===== config.mk =====
export PLATFORM = sky130hd
export DESIGN_NAME = uctl_uart_core
export DESIGN_NICKNAME = d
export VERILOG_FILES = /design/src/verilog/uctl_pkg.sv /design/src/verilog/uctl_uart_core.sv
export SDC_FILE = /design/constraint.sdc
export NUM_CORES = 1
export LEC_CHECK = 0
export BUFFER_PORTS_ARGS = -buffer_cell sky130_fd_sc_hd__buf_2
export CORE_MARGIN = 2
export CORE_UTILIZATION = 48
export DETAILED_ROUTE_END_ITERATION = 8
export GPL_TIMING_DRIVEN = 0
export PLACE_DENSITY_LB_ADDON = 0.15
export SLEW_MARGIN = 20
export SYNTH_ARGS = -nofsm -noshare
export SYNTH_HDL_FRONTEND = slang
export SYNTH_SLANG_ARGS = --single-unit

===== constraint.sdc =====
create_clock -name core_clk -period 6.6 [get_ports core_clk]
set_input_delay 0.66 -clock core_clk [delete_from_list [all_inputs] [get_ports core_clk]]
set_output_delay 0.66 -clock core_clk [all_outputs]
set_load 0.005 [all_outputs]

===== src/verilog/uctl_pkg.sv =====
/*
 * uctl_pkg: register offsets, field positions, reset values and
 * state types of the serial transceiver control block.
 * Assumes a byte-wide register port with a 3-bit address.
 */
package uctl_pkg;
   // register offsets
   localparam int            ADDR_W       = 3;
   localparam logic [2:0]    OFS_FORMAT   = 3'h0;
   localparam logic [2:0]    OFS_ENABLE   = 3'h1;
   localparam logic [2:0]    OFS_STATUS   = 3'h2;
   localparam logic [2:0]    OFS_DATA     = 3'h3;
   localparam logic [2:0]    OFS_BAUD_HI  = 3'h4;
   localparam logic [2:0]    OFS_BAUD_LO  = 3'h5;
   localparam logic [2:0]    OFS_CTRL3    = 3'h6;
   // uart_format_control fields
   localparam int            FM_LOOP      = 7;
   localparam int            FM_FREEZE    = 6;
   localparam int            FM_RX_SOURCE_SELECT      = 5;
   localparam int            FM_NINE      = 4;
   localparam int            FM_WAKE      = 3;
   localparam int            FM_ILT       = 2;
   localparam int            FM_PE        = 1;
   localparam int            FM_PT        = 0;
   // uart_enable_control fields
   localparam int            EN_TIE       = 7;
   localparam int            EN_TX_DONE_IRQ_EN      = 6;
   localparam int            EN_RIE       = 5;
   localparam int            EN_IDLE_IRQ_EN      = 4;
   localparam int            EN_TE        = 3;
   localparam int            EN_RE        = 2;
   localparam int            EN_RWU       = 1;
   localparam int            EN_SBK       = 0;
   // uart_main_status fields
   localparam int            ST_TX_BUF_EMPTY      = 7;
   localparam int            ST_TC        = 6;
   localparam int            ST_RX_BUF_FULL      = 5;
   localparam int            ST_IDLE      = 4;
   localparam int            ST_OVR       = 3;
   localparam int            ST_NF        = 2;
   localparam int            ST_FE        = 1;
   localparam int            ST_PF        = 0;
   // third control register fields
   localparam int            C3_R8        = 7;
   localparam int            C3_T8        = 6;
   localparam int            C3_DIR       = 5;
   // reset values
   localparam logic [7:0]    RST_STATUS   = 8'hC0;
   localparam logic [12:0]   RST_DIVISOR  = 13'h0004;
   // frame lengths in bit times, and sampling figures
   localparam logic [3:0]    FRAME_BITS_8 = 4'hA;
   localparam logic [3:0]    FRAME_BITS_9 = 4'hB;
   localparam logic [3:0]    SUB_LAST     = 4'hF;
   localparam logic [2:0]    START_SMPL   = 3'h7;
   localparam logic [2:0]    BIT_SMPL     = 3'h3;
   // engine states
   typedef enum logic [0:0] {TX_IDLE, TX_SEND}  uctl_tx_state_type;
   typedef enum logic [0:0] {RX_IDLE, RX_FRAME} uctl_rx_state_type;
endpackage : uctl_pkg


===== src/verilog/uctl_uart_core.sv =====
/*
 * uctl_uart_core: control, status, transmitter and receiver of an
 * asynchronous serial transceiver, with pin routing.
 * Assumes registers reached over a plain strobe port on core_clk,
 * pins sampled through two flops, cpuWait from core_clk logic.
 */
// The placing of the registers and the strobed register port were chosen for this implementation.
`timescale 1ns/10ps
module uctl_uart_core (
   // clock and reset
   input  wire logic                       core_clk,
   input  wire logic                       reset_n,
   // register port
   input  wire logic [uctl_pkg::ADDR_W-1:0] regAddr,
   input  wire logic [7:0]                 regWdata,
   input  wire logic                       regWrite,
   input  wire logic                       regRead,
   output      logic [7:0]                 regRdata,
   // system
   input  wire logic                       cpuWait,
   output      logic                       irqTx,
   output      logic                       irqRx,
   // pins
   input  wire logic                       rxPinIn,
   input  wire logic                       txPinIn,
   output      logic                       txPinOut,
   output      logic                       txPinOe,
   output      logic                       txPinOwned,
   output      logic                       rxPinOwned
);
   import uctl_pkg::*;

   // whole state of the block
   typedef struct packed {
      logic [7:0]        fmt;       // format control
      logic [7:0]        en;        // enable control
      logic [7:0]        flags;     // main status
      logic [7:0]        arm;       // flags seen by last status read
      logic              swDir;     // single-wire direction
      logic              t8;        // ninth tx bit
      logic              r8;        // ninth rx bit
      logic [4:0]        bdHi;      // buffered divisor high half
      logic [12:0]       div;       // working divisor
      logic [12:0]       baudCnt;   // prescale counter
      logic [7:0]        txBuf;     // transmit buffer
      logic [7:0]        rxData;    // receive buffer
      logic [7:0]        rdata;     // read data, one cycle late
      uctl_tx_state_type txSt;
      logic [10:0]       txSh;      // transmit shifter, lsb on line
      logic [3:0]        txSub;     // sixteenth of bit
      logic [3:0]        txBit;     // bit index in frame
      logic              prePend;   // queued idle character
      logic              brkPend;   // queued break
      logic              rxS1;      // rx pin sync stage 1
      logic              rxS2;      // rx pin sync stage 2
      logic              txS1;      // tx pin sync stage 1
      logic              txS2;      // tx pin sync stage 2
      uctl_rx_state_type rxSt;
      logic [3:0]        rxSub;
      logic [3:0]        rxBit;     // 0 start, then data, then stop
      logic [2:0]        rxOnes;    // ones among samples of a bit
      logic [8:0]        rxSh;      // received data bits
      logic              rxNoise;
      logic [3:0]        idleSub;
      logic [3:0]        idleBits;  // high bit times counted
      logic              idleArmed;
   } uctl_state_type;

   uctl_state_type r;      // registered state
   uctl_state_type n;      // next state

   // combinational helpers
   logic       tick;       // one sixteenth of a bit time
   logic       run;        // baud generator needed
   logic       loop;
   logic       single;
   logic       nine;
   logic [3:0] frameBits;
   logic       rxLine;     // receiver input after routing
   logic       smpl;       // sampling point in current bit
   logic       bitVal;     // majority value of finished bit
   logic [8:0] txWord;     // data with optional parity
   logic       deliver;    // finished character goes to buffer
   logic       msb;
   logic       txBusy;

   // pin routing, shared by outputs and receiver
   assign loop      = r.fmt[FM_LOOP];
   assign single    = loop & r.fmt[FM_RX_SOURCE_SELECT];
   assign nine      = r.fmt[FM_NINE];
   assign frameBits = nine ? FRAME_BITS_9 : FRAME_BITS_8;
   assign txBusy    = (r.txSt != TX_IDLE) | r.prePend | r.brkPend;

   // receiver source: pin, tx pin, or transmitter output
   always_comb begin : rx_route
      if (!loop) begin
         rxLine = r.rxS2;
      end else if (single && !r.swDir) begin
         rxLine = r.txS2;
      end else begin
         rxLine = r.txSh[0];
      end
   end

   // pin ownership; a disabled transmitter still finishes its queue
   assign txPinOwned = (r.en[EN_TE] | txBusy) & ~(loop & ~r.fmt[FM_RX_SOURCE_SELECT]);
   assign txPinOe    = txPinOwned & (~single | r.swDir);
   assign txPinOut   = r.txSh[0];
   assign rxPinOwned = r.en[EN_RE] & ~loop;
   assign regRdata   = r.rdata;

   // interrupt requests, level while flag and enable are both set
   assign irqTx = (r.en[EN_TIE] & r.flags[ST_TX_BUF_EMPTY]) | (r.en[EN_TX_DONE_IRQ_EN] & r.flags[ST_TC]);
   assign irqRx = (r.en[EN_RIE] & r.flags[ST_RX_BUF_FULL]) | (r.en[EN_IDLE_IRQ_EN] & r.flags[ST_IDLE]);

   // sampling points: seven in the start bit, three in the others
   always_comb begin : sample_points
      if (r.rxBit == 4'h0) begin
         smpl = (r.rxSub == 4'h3) | (r.rxSub == 4'h5) | (r.rxSub >= 4'h7 && r.rxSub <= 4'hB);
         bitVal = r.rxOnes > (START_SMPL >> 1);
      end else begin
         smpl = (r.rxSub >= 4'h8) && (r.rxSub <= 4'hA);
         bitVal = r.rxOnes > (BIT_SMPL >> 1);
      end
   end

   // transmit word with parity put in the top data bit
   always_comb begin : tx_parity
      txWord = {r.t8, r.txBuf};
      if (r.fmt[FM_PE]) begin
         if (nine) begin
            txWord[8] = (^r.txBuf) ^ r.fmt[FM_PT];
         end else begin
            txWord[7] = (^r.txBuf[6:0]) ^ r.fmt[FM_PT];
         end
      end
   end

   // next state: bus first, then engines, so hardware sets win
   always_comb begin : next_state
      n = r;
      tick = 1'b0;
      deliver = 1'b0;
      msb = nine ? r.rxSh[8] : r.rxSh[7];
      n.rdata = 8'h00;
      n.rxS1 = rxPinIn;
      n.rxS2 = r.rxS1;
      n.txS1 = txPinIn;
      n.txS2 = r.txS1;
      run = r.en[EN_TE] | r.en[EN_RE] | txBusy;

      // register reads; unmapped offsets read zero
      if (regRead) begin
         case (regAddr)
            OFS_FORMAT:  n.rdata = r.fmt;
            OFS_ENABLE:  n.rdata = r.en;
            OFS_STATUS: begin
               n.rdata = r.flags;
               n.arm = r.flags;
            end
            OFS_DATA: begin
               n.rdata = r.rxData;
               // armed receive flags clear on the data read
               n.flags[5:0] = r.flags[5:0] & ~r.arm[5:0];
               n.arm[5:0] = 6'h00;
            end
            OFS_BAUD_HI: n.rdata = {3'h0, r.div[12:8]};
            OFS_BAUD_LO: n.rdata = r.div[7:0];
            OFS_CTRL3:   n.rdata = {r.r8, r.t8, r.swDir, 5'h00};
            default:     n.rdata = 8'h00;
         endcase
      end

      // register writes; status offset ignores them
      if (regWrite) begin
         case (regAddr)
            OFS_FORMAT: n.fmt = regWdata;
            OFS_ENABLE: begin
               n.en = regWdata;
               // queue an idle character on a tx_on rising write
               if (!r.en[EN_TE] && regWdata[EN_TE]) begin
                  n.prePend = 1'b1;
                  if (r.arm[ST_TC]) begin
                     n.flags[ST_TC] = 1'b0;
                     n.arm[ST_TC] = 1'b0;
                  end
               end
               // a rising send-break write queues one break
               if (!r.en[EN_SBK] && regWdata[EN_SBK]) begin
                  n.brkPend = 1'b1;
               end
               if (regWdata[EN_SBK] && r.arm[ST_TC]) begin
                  n.flags[ST_TC] = 1'b0;
                  n.arm[ST_TC] = 1'b0;
               end
            end
            OFS_DATA: begin
               n.txBuf = regWdata;
               n.flags[7:6] = r.flags[7:6] & ~r.arm[7:6];
               n.arm[7:6] = 2'h0;
            end
            OFS_BAUD_HI: n.bdHi = regWdata[4:0];
            OFS_BAUD_LO: n.div = {r.bdHi, regWdata};
            OFS_CTRL3: begin
               n.t8 = regWdata[C3_T8];
               n.swDir = regWdata[C3_DIR];
            end
            default: n.fmt = r.fmt;                               // status and holes: no effect
         endcase
      end

      // baud prescaler: bus clock / (16 x divisor), held while frozen
      if (r.div == 13'h0000 || !run) begin
         n.baudCnt = 13'h0000;
      end else if (!(r.fmt[FM_FREEZE] && cpuWait)) begin
         if (r.baudCnt >= r.div - 13'h0001) begin
            n.baudCnt = 13'h0000;
            tick = 1'b1;
         end else begin
            n.baudCnt = r.baudCnt + 13'h0001;
         end
      end

      // transmitter: idle character, then break, then data
      case (r.txSt)
         TX_IDLE: begin
            n.txSh = 11'h7FF;
            n.txSub = 4'h0;
            n.txBit = 4'h0;
            if (r.prePend) begin
               n.prePend = 1'b0;
               n.txSt = TX_SEND;
            end else if (r.brkPend || r.en[EN_SBK]) begin
               n.brkPend = 1'b0;
               n.txSh = 11'h000;
               n.txSt = TX_SEND;
            end else if (r.en[EN_TE] && !r.flags[ST_TX_BUF_EMPTY]) begin
               // start bit, data lsb first, optional ninth, stop
               n.txSh = nine ? {1'b1, txWord, 1'b0} : {2'h3, txWord[7:0], 1'b0};
               n.flags[ST_TX_BUF_EMPTY] = 1'b1;
               n.txSt = TX_SEND;
            end
         end
         TX_SEND: begin
            if (tick) begin
               n.txSub = r.txSub + 4'h1;
               if (r.txSub == SUB_LAST) begin
                  n.txSh = {1'b1, r.txSh[10:1]};
                  n.txBit = r.txBit + 4'h1;
                  if (r.txBit == frameBits - 4'h1) begin
                     n.txSh = 11'h7FF;
                     n.txSt = TX_IDLE;
                  end
               end
            end
         end
         default: n.txSt = TX_IDLE;
      endcase

      // receiver: off clears the engine
      if (!r.en[EN_RE]) begin
         n.rxSt = RX_IDLE;
         n.idleSub = 4'h0;
      end else begin
         case (r.rxSt)
            RX_IDLE: begin
               if (tick) begin
                  n.idleSub = r.idleSub + 4'h1;
                  if (!rxLine) begin
                     // falling edge: begin start bit
                     n.rxSt = RX_FRAME;
                     n.rxSub = 4'h1;
                     n.rxBit = 4'h0;
                     n.rxOnes = 3'h0;
                     n.rxNoise = 1'b0;
                     n.idleBits = 4'h0;
                     n.idleSub = 4'h0;
                  end else if (r.idleSub == SUB_LAST && r.idleBits < frameBits) begin
                     n.idleBits = r.idleBits + 4'h1;
                     // full character time of high line, once
                     if (r.idleBits + 4'h1 == frameBits) begin
                        if (r.idleArmed && !r.en[EN_RWU]) begin
                           n.flags[ST_IDLE] = 1'b1;
                           n.idleArmed = 1'b0;
                        end
                        if (r.en[EN_RWU] && !r.fmt[FM_WAKE]) begin
                           n.en[EN_RWU] = 1'b0;
                        end
                     end
                  end
               end
            end
            RX_FRAME: begin
               if (tick) begin
                  n.rxSub = r.rxSub + 4'h1;
                  if (smpl && rxLine) begin
                     n.rxOnes = r.rxOnes + 3'h1;
                  end
                  if (r.rxSub == SUB_LAST) begin
                     n.rxOnes = 3'h0;
                     // any split vote within a bit is noise
                     if (r.rxOnes != 3'h0 && r.rxOnes != (r.rxBit == 4'h0 ? START_SMPL : BIT_SMPL)) begin
                        n.rxNoise = 1'b1;
                     end
                     n.rxBit = r.rxBit + 4'h1;
                     // idle count: after start bit, or after stop
                     if (r.rxBit != 4'h0) begin
                        n.idleBits = (bitVal && !r.fmt[FM_ILT]) ? r.idleBits + 4'h1 : 4'h0;
                     end
                     if (r.rxBit == 4'h0 && bitVal) begin
                        n.rxSt = RX_IDLE;                         // false start
                     end else if (r.rxBit != 4'h0 && r.rxBit < frameBits - 4'h1) begin
                        n.rxSh[r.rxBit - 4'h1] = bitVal;
                     end else if (r.rxBit == frameBits - 4'h1) begin
                        n.rxSt = RX_IDLE;
                        n.idleSub = 4'h0;
                        deliver = 1'b1;
                        // standby drops characters until wake
                        if (r.en[EN_RWU]) begin
                           deliver = 1'b0;
                           if (r.fmt[FM_WAKE] && msb) begin
                              n.en[EN_RWU] = 1'b0;
                              deliver = 1'b1;
                           end
                        end
                        if (deliver) begin
                           if (n.flags[ST_RX_BUF_FULL]) begin
                              n.flags[ST_OVR] = 1'b1;
                           end else begin
                              n.rxData = r.rxSh[7:0];
                              n.r8 = r.rxSh[8];
                              n.flags[ST_RX_BUF_FULL] = 1'b1;
                              n.idleArmed = 1'b1;
                              n.flags[ST_NF] = n.rxNoise;
                              n.flags[ST_FE] = ~bitVal;
                              // parity: total ones odd or even
                              n.flags[ST_PF] = r.fmt[FM_PE] &
                                 (((nine ? ^r.rxSh[8:0] : ^r.rxSh[7:0])) != r.fmt[FM_PT]);
                           end
                        end
                     end
                  end
               end
            end
            default: n.rxSt = RX_IDLE;
         endcase
      end

      // complete when buffer empty and nothing queued or sending
      if (n.flags[ST_TX_BUF_EMPTY] && n.txSt == TX_IDLE && !n.prePend && !n.brkPend && !n.en[EN_SBK]) begin
         n.flags[ST_TC] = 1'b1;
      end
   end

   // state register; reset values are constants only
   always_ff @(posedge core_clk or negedge reset_n) begin : state_reg
      if (!reset_n) begin
         r <= '0;
         r.flags <= RST_STATUS;
         r.div <= RST_DIVISOR;
         r.txSh <= 11'h7FF;
         r.rxS1 <= 1'b1;
         r.rxS2 <= 1'b1;
         r.txS1 <= 1'b1;
         r.txS2 <= 1'b1;
         r.txSt <= TX_IDLE;
         r.rxSt <= RX_IDLE;
      end else begin
         r <= n;
      end
   end
endmodule : uctl_uart_core


==> impl_metrics.yaml <==
clock_tree:
  cts-hold-fix-buffers: 0
  htreeDepth: 4
  cts_resized: 0
  cts_buffers: 17
  clock-sinks: 147
  cts_buffer_depth: 2
  clkLatencyLatePin_ps: 420
  cts_tree: "yes"
  root_buffer: "clkbuf_16"
  path_clk_slew_ps: 70
  postCtsSetupBuffers: 0
layout:
  nNetsFinal: 914
  layoutNonFillerInstCount: 1100
  final_util: 0.5450
  syn_to_final_growth_pct: 12.55
  antenna_cells: 0
  nFillCells: 1548
  drive_gt1_frac: 0.2137
detailed_routing:
  drt-wirelength-per-cell_um: 18.67
  ant_nets: 0
  drcViolationCount: 0
  firstDrtPassIters: 5
  vias_per_cell: 5.890
  wl_um: 20530
  drtIter0Drc: 533
  via_count: 6479
critical_path:
  cp-start-kind: "flip-flop"
  timing_worst_setup_path_type: "flip-flop to flip-flop"
  worstPathRequired_ps: 6890
  critPathCaptureType: "flip-flop"
  arrival_ps: 4650
  crit_fanout: 10
grt:
  grt_pass1_wl_um: 33340
  grtUsageMet1: 0.3316
  met3_usage: 0.03404
  overflow: 0
  grt_busiest_layer: "met2"
  grt_pass1_vias: 6280
  grt_max_degree: 105
  grtUsageTotal: 0.2344
  use_met2: 0.3745
  grt_antenna_before_repair: 0
sta:
  slew_violations: 0
  fmax_mhz: 229.4
  skew_ps: 9.758
  rsz0062_at_grt: "false"
  relSlewSlack: 0.3704
  layout_setup_ws_ps: 2242
  fin_crit_ps: 4358
  finalHoldViolations: 0
  setup_viol: 0
  tightestPinTransition_ps: 937.2
  post-route-period-util: 0.6604
  fin_setup_tns_ps: 0
placed_design:
  dp_cells: 1068
  dpl.hpwl_um: 15100
  gp_congestion: 0.9037
  numPortBuffers: 29
  place_ws_ps: 2296
run_status:
  status: "completed"
yosys:
  synth_edf_count: 0
  ys_async_sr_fraction: 1.000
  synth_area_leader_cell: "dfrtp_1"
  syn-num-nets: 865
  synth_flop_cell: "dfrtp_1"
  yosys_warnings: 0
  synth_top_area_share: 0.3895
  ys_ff_latch: 147
  syn_inst: 813
  synth.area.top_cells: "dfrtp_1 39%, mux2_2 8.0%, dfstp_2 5.7%"
  post_synth_num_cell_types: 75
  post_synth.cell_area_avg_sq_um: 10.19
  syn_area_sq_um: 8288
  yosysSeqAreaShare: 0.4466
job:
  maxCapViolCount: 0
floorplanning:
  die_w_um: 135.4
  start_util: 0.4842
  rows: 48
  die_h_um: 135.4
  core-area_sq_um: 17120
  num_io_pins: 32
  fp.dieArea_sq_um: 18330
power_and_ir_drop:
  power_density_nw_per_um2: 285.7
  leakage_uw: 0.004130
  vdd_drop_max_mv: 0.2033
min_path:
  hold_path.class: "primary input to asynchronous set/reset pin"
[state kept, by name (all words and copies together), names as in the netlist, named ones only]
name      cells
regRdata      8
txPinOut      1
r           125
loop          1
nine          1
n             2
[power by group]
| group | internal [uW] | total [uW] | switching [uW] |
|---|---|---|---|
| registers | 1010 | 1160 | 148 |
| clock network | 530 | 947 | 417 |
| logic | 262 | 557 | 295 |
[path summary, 6_finish.rpt]
| kind | start | cells past startpoint | slack, ps | end |
|---|---|---|---|---|
| min in group core_clk | txPinIn | 1 | 330 | n[31] |
| hold / removal | reset_n | 1 | 120 | r[90] |
| setup reg to reg | r[94] | 13 | 2240 | r[125] |
| setup / recovery | r[94] | 13 | 2240 | r[125] |
| hold reg to reg | n[31] | 0 | 360 | r[31] |
| max in group asynchronous | reset_n | 2 | 5640 | n[33] |
[cell type report]
class | instances | area, sq um | area share
clock inverters | 15 | 150.1 | 0.01610
plain buffers | 43 | 232.7 | 0.02495
repair buffers | 30 | 182.7 | 0.01958
multi-input cells | 600 | 4268 | 0.4575
inverters | 23 | 86.33 | 0.009256
clock buffers | 17 | 425.4 | 0.04561
flip-flops and latches | 147 | 3701 | 0.3968
well taps | 225 | 281.5 | 0.03018
[logic make-up after synthesis]
logic type	share of synthesized area
simple gates	0.1763
buf+inv	0.03849
compound gates	0.1448
xor+xnor	0.03804
mux	0.1045
flops	0.4466
fa+ha+maj	0.05133
[layer usage]
metal / part of all wire / routed length, um / up-vias
met2: 0.47 / 9639 / 179
met5: 0 / 0 / -
met4: 0.020 / 404 / 0
li1: - / - / 3040
met1: 0.46 / 9514 / 3228
met3: 0.047 / 973 / 32
[cell usage after synthesis (8+ instances only)]
cell / instances
a21o_1: 16
a21oi_1: 34
a31oi_1: 8
and2_1: 11
and3_1: 11
buf_2: 11
buf_4: 9
clkbuf_1: 15
dfrtp_1: 129
dfstp_2: 18
ha_1: 34
inv_1: 23
mux2_2: 59
mux2i_1: 10
nand2_1: 69
nand2b_1: 8
nand3_1: 29
nor2_1: 50
nor2b_1: 13
nor3_1: 18
nor3b_1: 15
o21ai_0: 52
o31ai_1: 16
xnor2_1: 27
xor2_1: 9
[through the flow]
stage | hold WS, ps | power [uW] | instance area, sq um
3_5_place_dp | 347.9 | 1729 | 8752
2_1_floorplan | 345.2 | 1535 | 8288
4_1_cts | 125.6 | 2676 | 9328
5_1_grt | 138.2 | 2809 | 9328
6_report | 124.3 | 2665 | 9328
3_3_place_gp | 346.4 | 1695 | 8715
[worst max-delay path, stage by stage (launching register included)]
cell	delay, ps
dfrtp_1	450
inv_1	110
ha_1	210
or3b_2	470
or2_2	320
or3_1	330
xor2_1	160
ha_1	300
nand4_1	190
o31ai_4	690
nand4b_2	370
buf_6	270
nor3_1	280
a21oi_1	70
[layout by cell type, fill, tap and decap left out, types with 6 or more instances in the layout]
master,instances
nor3b_1,15
buf_2,39
o31ai_1,16
clkbuf_1,15
buf_4,9
a22o_1,6
a31oi_1,8
mux2_2,59
inv_1,23
and3_1,11
o21ai_0,52
ha_1,34
nand2b_1,8
dfstp_2,18
a21oi_1,34
and2_1,11
mux2i_1,10
nor2b_1,13
nor3_1,18
or3_1,6
o22ai_1,6
nand3_1,29
clkbuf_16,17
dfrtp_1,129
o21ai_1,7
nor2_1,50
xnor2_1,27
nand2_1,69
xor2_1,9
a21o_1,16
Note: power is estimated with default switching activity, not from simulation.
